<file path="src/design/fes_defs.vh">
// constants for the flash erase / suspend / auto-select host controller
// assumes a 100 MHz clk; all times are converted to cycles or 1 us ticks here
`ifndef FES_DEFS_VH
`define FES_DEFS_VH

// clock rate and flash bus cycle timing
`define FES_CLK_MHZ       100
`define FES_T_SETUP_NS    20
`define FES_T_PULSE_NS    70
`define FES_T_HOLD_NS     30
`define FES_SETUP_CYC     ((`FES_T_SETUP_NS * `FES_CLK_MHZ + 999) / 1000)
`define FES_PULSE_CYC     ((`FES_T_PULSE_NS * `FES_CLK_MHZ + 999) / 1000)
`define FES_HOLD_CYC      ((`FES_T_HOLD_NS * `FES_CLK_MHZ + 999) / 1000)

// poll tick, resume-to-suspend spacing and suspend count limit
`define FES_TICK_NS       1000
`define FES_TICK_CYC      (`FES_TICK_NS * `FES_CLK_MHZ / 1000)
`define FES_GAP_MS        4
`define FES_GAP_TICKS     (`FES_GAP_MS * 1000000 / `FES_TICK_NS)
`define FES_SUSP_MAX      1024

// register byte offsets
`define FES_REG_CMD       8'h00
`define FES_REG_ADDR      8'h04
`define FES_REG_WDATA     8'h08
`define FES_REG_STATUS    8'h0C
`define FES_REG_RDATA     8'h10
`define FES_REG_CTRL      8'h14
`define FES_REG_SCOUNT    8'h18

// controller command codes written to the command register
`define FES_C_CHIP_ERASE  4'h1
`define FES_C_SECT_ERASE  4'h2
`define FES_C_SUSPEND     4'h3
`define FES_C_RESUME      4'h4
`define FES_C_AUTOSEL     4'h5
`define FES_C_PROGRAM     4'h6
`define FES_C_RESET       4'h7
`define FES_C_READ        4'h8
`define FES_C_READ_MID    4'h9
`define FES_C_READ_DID    4'hA
`define FES_C_PROT_VFY    4'hB
`define FES_C_WAIT_ERASE  4'hC

// flash bus codes and unlock addresses
`define FES_UNLOCK_A1     20'h00555
`define FES_UNLOCK_A2     20'h002AA
`define FES_D_UNLOCK1     16'h00AA
`define FES_D_UNLOCK2     16'h0055
`define FES_D_CONFIG      16'h0080
`define FES_D_CHIP_ERASE  16'h0010
`define FES_D_SECT_ERASE  16'h0030
`define FES_D_SUSPEND     16'h00B0
`define FES_D_RESUME      16'h0030
`define FES_D_AUTOSEL     16'h0090
`define FES_D_PROGRAM     16'h00A0
`define FES_D_RESET       16'h00F0
`define FES_PROT_LOW      12'h002

// status bit positions in a flash status word
`define FES_B_POLL        7
`define FES_B_TOGGLE      6
`define FES_B_TLIMIT      5

`endif

</file>
<file path="src/design/fes_ctrl.v">
// host controller for a parallel NOR flash: erase, suspend/resume, auto-select
// assumes an APB master on the register side and the flash wired to the pins
`timescale 1ns/1ps
`include "fes_defs.vh"

module fes_ctrl (
  input  wire        clk,            // system clock
  input  wire        rstn,           // async reset, active low
  input  wire        psel,           // apb select
  input  wire        penable,        // apb access phase
  input  wire        pwrite,         // apb direction
  input  wire [7:0]  paddr,          // apb byte address
  input  wire [31:0] pwdata,         // apb write data
  output reg  [31:0] prdata,         // apb read data
  output wire        pready,         // apb ready
  output wire        pslverr,        // apb error
  output wire [19:0] flash_addr,     // flash address pins
  output wire [15:0] flash_dq_o,     // flash data out
  output wire        flash_dq_oe,    // flash data driven
  input  wire [15:0] flash_dq_i,     // flash data in
  output wire        flash_ce_n,     // flash chip enable
  output wire        flash_oe_n,     // flash output enable
  output wire        flash_we_n,     // flash write enable
  output wire        flash_reset_n,  // flash hardware reset
  output wire        id_hv_en,       // high voltage onto identification_hv_pin
  input  wire        ready_busy_n    // flash ready/busy, low busy
);

  // host view of the device mode
  localparam [2:0] M_READ = 3'd0, M_ASEL = 3'd1, M_ERS = 3'd2, M_SUSP = 3'd3, M_SASEL = 3'd4;
  // sequencer states
  localparam [2:0] S_IDLE = 3'd0, S_STEP = 3'd1, S_WAIT = 3'd2, S_PA = 3'd3, S_PB = 3'd4;
  localparam integer GAP_N = `FES_GAP_TICKS, SMAX_N = `FES_SUSP_MAX;
  localparam [11:0] GAP = GAP_N[11:0];
  localparam [10:0] SMAX = SMAX_N[10:0];

  reg  [3:0]  cmd_q;
  reg  [19:0] addr_q;
  reg  [15:0] wdata_q, rdata_q, first_q, stat_q;
  reg  [2:0]  mode_q, st_q, step_q;
  reg  [1:0]  ctrl_q;
  reg         refused_q, fail_q, issued_q, abort_q, inflight_q;
  reg  [11:0] gap_q;
  reg  [10:0] scnt_q;
  wire        tick, cyc_done;
  wire [15:0] cyc_rdata;
  reg         cyc_start;
  reg  [37:0] stepw;
  reg         accept;
  wire        busy = (st_q != S_IDLE);
  wire        wr_en = psel & penable & pwrite;
  wire        cmd_wr = wr_en & (paddr == `FES_REG_CMD);
  wire        hv_on = ctrl_q[1];
  wire        toggling = (first_q[`FES_B_TOGGLE] != cyc_rdata[`FES_B_TOGGLE]);
  wire        mapped = (paddr == `FES_REG_CMD) | (paddr == `FES_REG_ADDR) | (paddr == `FES_REG_WDATA) |
                       (paddr == `FES_REG_STATUS) | (paddr == `FES_REG_RDATA) | (paddr == `FES_REG_CTRL) |
                       (paddr == `FES_REG_SCOUNT);

  assign pready = 1'b1;
  assign pslverr = psel & penable & ~mapped;
  assign flash_reset_n = ~ctrl_q[0];
  assign id_hv_en = hv_on;

  ////////////////////////////////////////////////////////////////////////
  // step table: {last, read, address, data} for each command and step
  always @* begin
    stepw = {1'b1, 1'b1, addr_q, 16'h0000};
    case (cmd_q)
      `FES_C_CHIP_ERASE, `FES_C_SECT_ERASE, `FES_C_PROGRAM, `FES_C_AUTOSEL: begin
        case (step_q)
          3'd0, 3'd3: stepw = {2'b00, `FES_UNLOCK_A1, `FES_D_UNLOCK1};
          3'd1, 3'd4: stepw = {2'b00, `FES_UNLOCK_A2, `FES_D_UNLOCK2};
          3'd2: begin
            if (cmd_q == `FES_C_AUTOSEL) begin
              stepw = {2'b10, `FES_UNLOCK_A1, `FES_D_AUTOSEL};
            end else if (cmd_q == `FES_C_PROGRAM) begin
              stepw = {2'b00, `FES_UNLOCK_A1, `FES_D_PROGRAM};
            end else begin
              stepw = {2'b00, `FES_UNLOCK_A1, `FES_D_CONFIG};
            end
          end
          default: begin
            if (cmd_q == `FES_C_PROGRAM) begin
              stepw = {2'b10, addr_q, wdata_q};
            end else if (cmd_q == `FES_C_CHIP_ERASE) begin
              stepw = {2'b10, `FES_UNLOCK_A1, `FES_D_CHIP_ERASE};
            end else begin
              stepw = {2'b10, addr_q, `FES_D_SECT_ERASE};
            end
          end
        endcase
      end
      `FES_C_SUSPEND:    stepw = {2'b10, addr_q, `FES_D_SUSPEND};
      `FES_C_RESUME:     stepw = {2'b10, addr_q, `FES_D_RESUME};
      `FES_C_RESET:      stepw = {2'b10, addr_q, `FES_D_RESET};
      `FES_C_READ_MID:   stepw = {2'b11, addr_q[19:2], 2'b00, 16'h0000};
      `FES_C_READ_DID:   stepw = {2'b11, addr_q[19:2], 2'b01, 16'h0000};
      `FES_C_PROT_VFY:   stepw = {2'b11, addr_q[19:12], `FES_PROT_LOW, 16'h0000};
      default:           stepw = {2'b11, addr_q, 16'h0000};
    endcase
    if (abort_q) begin
      stepw = {2'b10, addr_q, `FES_D_RESET};
    end
  end

  ////////////////////////////////////////////////////////////////////////
  // which commands the device takes in the present mode
  always @* begin
    accept = 1'b0;
    case (pwdata[3:0])
      `FES_C_CHIP_ERASE, `FES_C_SECT_ERASE: accept = (mode_q == M_READ);
      `FES_C_SUSPEND:  accept = (mode_q == M_ERS) & (gap_q == 12'h000) & (scnt_q < SMAX);
      `FES_C_RESUME:   accept = (mode_q == M_SUSP);
      `FES_C_AUTOSEL:  accept = (mode_q == M_READ) | (mode_q == M_SUSP);
      `FES_C_PROGRAM, `FES_C_READ: accept = (mode_q == M_READ) | (mode_q == M_SUSP);
      `FES_C_RESET:    accept = (mode_q != M_ERS);
      `FES_C_READ_MID, `FES_C_READ_DID, `FES_C_PROT_VFY:
        accept = (mode_q == M_ASEL) | (mode_q == M_SASEL) | hv_on;
      `FES_C_WAIT_ERASE: accept = (mode_q == M_ERS);
      default:         accept = 1'b0;
    endcase
  end

  ////////////////////////////////////////////////////////////////////////
  // apb writes to the plain registers; read data latched in the setup cycle
  always @(posedge clk or negedge rstn) begin
    if (!rstn) begin
      addr_q <= 20'h00000;
      wdata_q <= 16'h0000;
      ctrl_q <= 2'b00;
      prdata <= 32'h00000000;
    end else begin
      if (wr_en & (paddr == `FES_REG_ADDR)) addr_q <= pwdata[19:0];
      if (wr_en & (paddr == `FES_REG_WDATA)) wdata_q <= pwdata[15:0];
      if (wr_en & (paddr == `FES_REG_CTRL)) ctrl_q <= pwdata[1:0];
      if (psel & ~penable & ~pwrite) begin
        case (paddr)
          `FES_REG_CMD:    prdata <= {28'h0000000, cmd_q};
          `FES_REG_ADDR:   prdata <= {12'h000, addr_q};
          `FES_REG_WDATA:  prdata <= {16'h0000, wdata_q};
          `FES_REG_STATUS: prdata <= {stat_q, 8'h00, ready_busy_n, rdata_q[0], mode_q, fail_q, refused_q, busy};
          `FES_REG_RDATA:  prdata <= {16'h0000, rdata_q};
          `FES_REG_CTRL:   prdata <= {30'h00000000, ctrl_q};
          `FES_REG_SCOUNT: prdata <= {21'h000000, scnt_q};
          default:         prdata <= 32'h00000000;
        endcase
      end
    end
  end

  ////////////////////////////////////////////////////////////////////////
  // sequencer: issue the steps, then poll toggle bit for the busy phases
  always @(posedge clk or negedge rstn) begin
    if (!rstn) begin
      cmd_q <= 4'h0;
      st_q <= S_IDLE;
      step_q <= 3'd0;
      mode_q <= M_READ;
      refused_q <= 1'b0;
      fail_q <= 1'b0;
      issued_q <= 1'b0;
      abort_q <= 1'b0;
      inflight_q <= 1'b0;
      cyc_start <= 1'b0;
      rdata_q <= 16'h0000;
      first_q <= 16'h0000;
      stat_q <= 16'h0000;
      gap_q <= 12'h000;
      scnt_q <= 11'h000;
    end else begin
      cyc_start <= 1'b0;
      // a cycle cut off by the reset pin still ends; its done must not count
      if (cyc_start) inflight_q <= 1'b1;
      else if (cyc_done) inflight_q <= 1'b0;
      if (tick & (gap_q != 12'h000)) gap_q <= gap_q - 12'h001;
      if (ctrl_q[0]) begin
        // hardware reset pin held: any erase is gone, device back in read mode
        st_q <= S_IDLE;
        mode_q <= M_READ;
        abort_q <= 1'b0;
        gap_q <= 12'h000;
        scnt_q <= 11'h000;
      end else begin
        case (st_q)
          S_IDLE: begin
            if (cmd_wr) begin
              // refusal is sticky until the next accepted command
              refused_q <= ~accept;
              if (accept) begin
                cmd_q <= pwdata[3:0];
                fail_q <= 1'b0;
                step_q <= 3'd0;
                issued_q <= 1'b0;
                st_q <= (pwdata[3:0] == `FES_C_WAIT_ERASE) ? S_PA : S_STEP;
              end
            end
          end
          S_STEP: begin
            if (!issued_q & !inflight_q) begin
              cyc_start <= 1'b1;
              issued_q <= 1'b1;
            end else if (issued_q & cyc_done) begin
              issued_q <= 1'b0;
              step_q <= step_q + 3'd1;
              if (stepw[37]) begin
                rdata_q <= cyc_rdata;
                st_q <= S_IDLE;
                if (abort_q) begin
                  abort_q <= 1'b0;
                  mode_q <= M_READ;
                end else begin
                  case (cmd_q)
                    `FES_C_CHIP_ERASE, `FES_C_PROGRAM, `FES_C_SUSPEND, `FES_C_RESUME: st_q <= S_PA;
                    `FES_C_SECT_ERASE: mode_q <= M_ERS;
                    `FES_C_AUTOSEL: mode_q <= (mode_q == M_SUSP) ? M_SASEL : M_ASEL;
                    `FES_C_RESET: mode_q <= (mode_q == M_SASEL) ? M_SUSP : M_READ;
                    default: mode_q <= mode_q;
                  endcase
                  if (cmd_q == `FES_C_SUSPEND) scnt_q <= scnt_q + 11'h001;
                end
              end
            end
          end
          S_WAIT: begin
            if (tick) st_q <= S_PA;
          end
          S_PA, S_PB: begin
            if (!issued_q & !inflight_q) begin
              cyc_start <= 1'b1;
              issued_q <= 1'b1;
            end else if (issued_q & cyc_done) begin
              issued_q <= 1'b0;
              first_q <= cyc_rdata;
              st_q <= S_PB;
              if (st_q == S_PB) begin
                stat_q <= cyc_rdata;
                if (cmd_q == `FES_C_RESUME) begin
                  // one toggle check decides whether the erase is running again
                  st_q <= S_IDLE;
                  mode_q <= toggling ? M_ERS : M_READ;
                  gap_q <= GAP;
                end else if (toggling & cyc_rdata[`FES_B_TLIMIT]) begin
                  fail_q <= 1'b1;
                  abort_q <= 1'b1;
                  step_q <= 3'd0;
                  st_q <= S_STEP;
                end else if (toggling) begin
                  st_q <= S_WAIT;
                end else begin
                  st_q <= S_IDLE;
                  case (cmd_q)
                    `FES_C_SUSPEND: mode_q <= M_SUSP;
                    `FES_C_PROGRAM: mode_q <= (mode_q == M_SUSP) ? M_SUSP : M_READ;
                    default: begin
                      mode_q <= M_READ;
                      scnt_q <= 11'h000;
                    end
                  endcase
                end
              end
            end
          end
          default: st_q <= S_IDLE;
        endcase
      end
    end
  end

  ////////////////////////////////////////////////////////////////////////
  // flash bus cycle engine and poll pacing
  fes_bus_cycle u_cyc (
    .clk         (clk),
    .rstn        (rstn),
    .start       (cyc_start),
    .wr          (~stepw[36] & (st_q == S_STEP)),
    .addr        ((st_q == S_STEP) ? stepw[35:16] : addr_q),
    .wdata       (stepw[15:0]),
    .done        (cyc_done),
    .rdata       (cyc_rdata),
    .flash_addr  (flash_addr),
    .flash_dq_o  (flash_dq_o),
    .flash_dq_oe (flash_dq_oe),
    .flash_dq_i  (flash_dq_i),
    .flash_ce_n  (flash_ce_n),
    .flash_oe_n  (flash_oe_n),
    .flash_we_n  (flash_we_n)
  );

  fes_tick u_tick (
    .clk  (clk),
    .rstn (rstn),
    .tick (tick)
  );

endmodule // fes_ctrl

</file>
<file path="src/design/fes_tick.v">
// one-cycle enable pulse every FES_TICK_CYC clocks
// assumes a free running clk; paces polling and the spacing timer
`timescale 1ns/1ps
`include "fes_defs.vh"

module fes_tick (
  input  wire clk,   // system clock
  input  wire rstn,  // async reset, active low
  output reg  tick   // one-cycle pulse
);

  localparam integer LAST_N = `FES_TICK_CYC - 1;
  localparam [7:0] LAST = LAST_N[7:0];
  reg [7:0] cnt_q;

  ////////////////////////////////////////////////////////////////////////
  // free running divider
  always @(posedge clk or negedge rstn) begin
    if (!rstn) begin
      cnt_q <= 8'h00;
      tick  <= 1'b0;
    end else begin
      tick  <= (cnt_q == LAST);
      cnt_q <= (cnt_q == LAST) ? 8'h00 : cnt_q + 8'h01;
    end
  end

endmodule // fes_tick

</file>
<file path="src/design/fes_bus_cycle.v">
// one asynchronous flash bus cycle, write or read, paced by counted phases
// assumes the flash data pins are sampled at the end of the read pulse
`timescale 1ns/1ps
`include "fes_defs.vh"

module fes_bus_cycle (
  input  wire        clk,        // system clock
  input  wire        rstn,       // async reset, active low
  input  wire        start,      // pulse: begin a cycle
  input  wire        wr,         // 1 write, 0 read
  input  wire [19:0] addr,       // word address
  input  wire [15:0] wdata,      // write data
  output reg         done,       // pulse: cycle finished
  output reg  [15:0] rdata,      // read data
  output reg  [19:0] flash_addr, // address pins
  output reg  [15:0] flash_dq_o, // data pins out
  output reg         flash_dq_oe,// data pins driven
  input  wire [15:0] flash_dq_i, // data pins in
  output reg         flash_ce_n, // chip enable
  output reg         flash_oe_n, // output enable
  output reg         flash_we_n  // write enable
);

  localparam [1:0] S_IDLE = 2'd0, S_SETUP = 2'd1, S_PULSE = 2'd2, S_HOLD = 2'd3;
  localparam integer N_SET = `FES_SETUP_CYC - 1, N_PUL = `FES_PULSE_CYC - 1, N_HLD = `FES_HOLD_CYC - 1;
  localparam [3:0] C_SET = N_SET[3:0], C_PUL = N_PUL[3:0], C_HLD = N_HLD[3:0];

  reg [1:0] st_q;
  reg [3:0] cnt_q;
  reg       wr_q;

  ////////////////////////////////////////////////////////////////////////
  // setup, strobe pulse, hold; ce stays low for the whole cycle
  always @(posedge clk or negedge rstn) begin
    if (!rstn) begin
      st_q <= S_IDLE;
      cnt_q <= 4'h0;
      wr_q <= 1'b0;
      done <= 1'b0;
      rdata <= 16'h0000;
      flash_addr <= 20'h00000;
      flash_dq_o <= 16'h0000;
      flash_dq_oe <= 1'b0;
      flash_ce_n <= 1'b1;
      flash_oe_n <= 1'b1;
      flash_we_n <= 1'b1;
    end else begin
      done <= 1'b0;
      case (st_q)
        S_IDLE: begin
          if (start) begin
            st_q <= S_SETUP;
            cnt_q <= C_SET;
            wr_q <= wr;
            flash_addr <= addr;
            flash_dq_o <= wdata;
            flash_dq_oe <= wr;
            flash_ce_n <= 1'b0;
          end
        end
        S_SETUP: begin
          if (cnt_q == 4'h0) begin
            st_q <= S_PULSE;
            cnt_q <= C_PUL;
            flash_we_n <= ~wr_q;
            flash_oe_n <= wr_q;
          end else begin
            cnt_q <= cnt_q - 4'h1;
          end
        end
        S_PULSE: begin
          if (cnt_q == 4'h0) begin
            st_q <= S_HOLD;
            cnt_q <= C_HLD;
            flash_we_n <= 1'b1;
            flash_oe_n <= 1'b1;
            if (!wr_q) begin
              rdata <= flash_dq_i;
            end
          end else begin
            cnt_q <= cnt_q - 4'h1;
          end
        end
        S_HOLD: begin
          if (cnt_q == 4'h0) begin
            st_q <= S_IDLE;
            flash_ce_n <= 1'b1;
            flash_dq_oe <= 1'b0;
            done <= 1'b1;
          end else begin
            cnt_q <= cnt_q - 4'h1;
          end
        end
        default: st_q <= S_IDLE;
      endcase
    end
  end

endmodule // fes_bus_cycle

</file>
<file path="config.mk">
export PLATFORM = sky130hd
export DESIGN_NAME = fes_ctrl
export DESIGN_NICKNAME = d
export VERILOG_FILES = /design/src/design/fes_ctrl.v /design/src/design/fes_tick.v /design/src/design/fes_bus_cycle.v
export VERILOG_INCLUDE_DIRS = /design/src /design/src/design
export SDC_FILE = /design/constraint.sdc
export NUM_CORES = 1
export LEC_CHECK = 0
export BUFFER_PORTS_ARGS = -buffer_cell sky130_fd_sc_hd__buf_2
export CAP_MARGIN = 20
export CELL_PAD_IN_SITES_DETAIL_PLACEMENT = 0
export CELL_PAD_IN_SITES_GLOBAL_PLACEMENT = 1
export CORE_MARGIN = 5
export CORE_UTILIZATION = 30
export DETAILED_ROUTE_END_ITERATION = 10
export GPL_TIMING_DRIVEN = 0
export PLACE_DENSITY = 0.65
export SYNTH_ARGS = -nofsm -noshare
export SYNTH_HDL_FRONTEND = slang
export SYNTH_SLANG_ARGS = --single-unit
</file>
<file path="constraint.sdc">
create_clock -name clk -period 2.8 [get_ports clk]
set_input_delay 0.28 -clock clk [delete_from_list [all_inputs] [get_ports clk]]
set_output_delay 0.28 -clock clk [all_outputs]
set_load 0.005 [all_outputs]
</file>
==> qor.yml <==
gp_congestion: 0.864
cpPeakStageDelay_ns: 0.58
cts.clk_slew.worst_paths_ns: 0.06
start_util_pct: 30.4
postSynthAreaPerCell_um2: 10.7
path_class: "input pin to flop"
powerDensity_mw_per_mm2: 720
nFillCells: 3530
crit_family: "simple AND/OR/NAND/NOR gates"
stdcell_area_mm2: 0.0130
grt_max_degree: 89
p_sw_share_pct: 29.1
crit_path_end_kind: "flop"
clockRootBuffer: "clkbuf_16"
critPathMaxFanout: 10
crit_slowest_cell: "or4_4"
cts_buffers: 25
seq_area_frac_synth_pct: 51.9
fin_crit_sh_pct: 98.3
syn_inst: 982
dr_total_vias: 8341
nNetsFinal: 1230
p_switching_uw: 2720
wl_mm: 31.6
grt_pass1_vias: 8212
cts_tree: "built"
cts_buffer_depth: 3
grt.overflow.total: 0
maxSlewHeadroom_pct: 33.8
grt_pass1_wl_mm: 49.1
yosysUniqueCellTypes: 76
total_leakage_power_uw: 0.00608
p_comb_share_pct: 19.9
startpoint_type: "input pin"
postSynth.asyncResetShare_pct: 100
cpMostUsedCell: "or4_4"
grt_antenna_before_repair: 0
core_area_mm2: 0.0345
worst_pin_slew_ns: 0.990
clock_sinks: 218
syn-num-nets: 1060
syn_area_mm2: 0.0105
htreeDepth: 1
synth_edf_count: 0
ys_warn_count: 0
io_buffer_count: 122
antenna_cells: 0
ys_ff_latch: 218
num_rows: 68
ant_nets: 0
vias_per_cell: 5.13
dpl.hpwl_mm: 23.6
setup_viol: 0
max_freq_mhz: 363
drt_iter0_markers: 498
pre_cts_slack_ns: -0.376
slew_viol_final: 0
p_int_uw: 6630
drc: 0
rsz0062_at_grt: "false"
fin_skew_ns: 0.00884
placedInstanceArea_mm2: 0.0118
area_growth_pct: 23.6
track_usage_pct: 15.8
hold_viol_final: 0
die_height_um: 197
p_clk_share_pct: 38.0
required_ns: 3.20
die_x_um: 197
ir_drop_mv: 0.404
dieArea_mm2: 0.0389
clk_latency_ns: 0.51
cp_num_buf_inv: 3
synth_ff_type: "dfrtp_1"
status: "finished, final reports clean"
period_minus_slack_ns: 2.75
wire_per_inst_um: 19.4
hp-class: "input pin to flop"
path_cells: "buf_2 > nor4_4 > or3b_4 > or4_4 > a21o_1 > or4_4 > buf_6 > buf_12 > mux2_4"
drt-pass1-iter-count: 5
io_pins: 138
power_frac_seq_pct: 42.1
crit_arrival_ns: 3.15
layout-drive-gt1-share_pct: 26.8
max_cap_violations: 0
layout_setup_ws_ns: 0.0484
==> synth_stat cells (3+ instances only) <==
cell type    n  area, µm²
nor2_1      74        278
ha_1        16        200
and3_1      12       75.1
dfstp_2      3       78.8
mux2_2      90       1010
clkbuf_1    47        176
o2bb2ai_1    4       35.0
o31ai_1      5       37.5
or3_1       11       68.8
xor2_1       8       70.1
a22oi_1     11       82.6
xnor2_1     13        114
a222oi_1     4       40.0
dfrtp_1    215       5380
o21ai_0     59        295
a21oi_1     45        225
nor4bb_1     3       30.0
nor3b_1      6       45.0
mux2_4      10        150
a21boi_0     3       22.5
nand4_1     10       62.6
o22a_1       4       35.0
a211o_2      3       30.0
nand2b_1    10       62.6
nand2_1     99        372
o211ai_1     7       52.6
nor3_1      27        135
nand3_1     18       90.1
mux2i_1      8       80.1
a221o_1      4       40.0
nor2b_1      7       43.8
a22o_1      35        307
a31oi_1      9       56.3
nand3b_1     5       37.5
inv_1       25       93.8
a21o_1       7       52.6
a41oi_1      3       26.3
or4_1        3       22.5
nor4_1       4       25.0
a211oi_1     5       37.5
o22ai_1      4       25.0
==> metrics by stage <==
stage	cells	total power [µW]	utilization, %	TNS (ns)	hold slack [ns]
2_1_floorplan	982	5120	-	0	-0.0156
3_3_place_gp	1559	5750	33.9	-553.11	0.443
3_5_place_dp	1563	5800	34.1	-11.92	0.262
4_1_cts	1627	9420	37.4	0	0.00287
5_1_grt	1625	9840	37.6	0	0.00755
6_report	1625	9350	37.6	0	0.0194
==> cells in the final DEF, fill, tap and decap left out, types with 5 or more instances in the layout <==
cell	synthesis	final
dfrtp_1	215	212
buf_2	0	122
nand2_1	99	99
mux2_2	90	90
nor2_1	74	73
o21ai_0	59	58
a21oi_1	45	43
clkbuf_1	47	39
a22o_1	35	35
nor3_1	27	26
clkbuf_16	0	25
inv_1	25	24
dlygate4sd3_1	0	19
nand3_1	18	18
ha_1	16	15
xnor2_1	13	13
and3_1	12	12
or3_1	11	11
a22oi_1	11	11
nand2b_1	10	10
nand4_1	10	10
mux2_4	10	10
a31oi_1	9	9
clkbuf_8	0	9
xor2_1	8	8
mux2i_1	8	8
o211ai_1	7	7
a21o_1	7	7
nor2b_1	7	6
buf_4	1	6
nand3b_1	5	5
o31ai_1	5	5
==> worst paths after layout <==
path                                    to       start  slack [ns]  cells past startpoint
max                            rdata_q[14]    paddr[7]        0.05                      9
min reg2reg                      cyc_start  inflight_q        0.46                      1
max in group asynchronous        stat_q[8]        rstn        1.34                      4
max reg2reg                     scnt_q[10]    cmd_q[3]        0.13                      7
min                             addr_q[11]  pwdata[11]        0.02                      2
min in group asynchronous  u_tick.cnt_q[3]        rstn        0.28                      2
==> layout make-up <==
class                      instances  area (µm²)  area share, %
sequential                       218        5460           42.1
multi-input combinational        687        4840           37.2
timing repair buffer             149         908           7.00
clock buffer                      35         753           5.80
tap                              455         569           4.38
buffer                            46         206           1.59
clock inverter                    10         155           1.19
inverter                          25        93.8          0.723
==> worst register-to-register path: stages, from the launching register on <==
cell and delay, ns:
dfrtp_2 0.40, buf_4 0.18, nor2b_1 0.35, nand2_1 0.26, o311ai_1 0.52, buf_2 0.29, nand3_1 0.19, o41ai_1 0.38
==> layer usage <==
layer / vias to the layer above / part of all wire, % / global-route usage, %
li1: 3919 / - / -
met1: 4167 / 48 / 23.6
met2: 220 / 45 / 24.1
met3: 35 / 5.3 / 2.58
met4: 0 / 2.0 / 3.52
met5: - / 0 / 0
==> kinds of logic after synthesis <==
logic type	share of synthesized area, %
AO/OA/AOI/OAI	15.3
XOR/XNOR	1.75
adder cells (fa/ha/maj)	1.90
buffers and inverters	3.01
flip-flops	51.9
multiplexers	11.8
other	0.0357
AND/OR/NAND/NOR	14.2
==> power by group through the flow <==
stage / Sequential [µW] / Clock (µW) / Combinational, µW
3_3_place_gp: 3980 / 0 / 1770
6_report: 3930 / 3560 / 1860
2_1_floorplan: 3820 / 0 / 1300
3_5_place_dp: 3990 / 0 / 1810
5_1_grt: 3980 / 3780 / 2080
4_1_cts: 3930 / 3640 / 1850
==> repair_timing <==
| item | 4_1_cts | 5_1_grt |
|---|---|---|
| setup buffers | 3 | 1 |
| setup endpoints to repair | 36 | 45 |
| hold endpoints to repair | 83 | 1 |
| pin swaps | 0 | 3 |
| hold buffers | 18 | 1 |
| resized for setup | 8 | 19 |
==> sequential cells by signal (all words and copies together), names as in the netlist, 2 cells and up <==
name	cells
st_q	3
u_cyc.flash_dq_o	16
u_cyc.rdata	16
step_q	3
gap_q	12
ctrl_q	2
prdata	32
rdata_q	16
u_cyc.cnt_q	4
u_cyc.flash_addr	20
cmd_q	4
mode_q	3
u_tick.cnt_q	8
u_cyc.st_q	2
addr_q	20
stat_q	16
scnt_q	11
wdata_q	16
(Power assumes the default switching activity.)
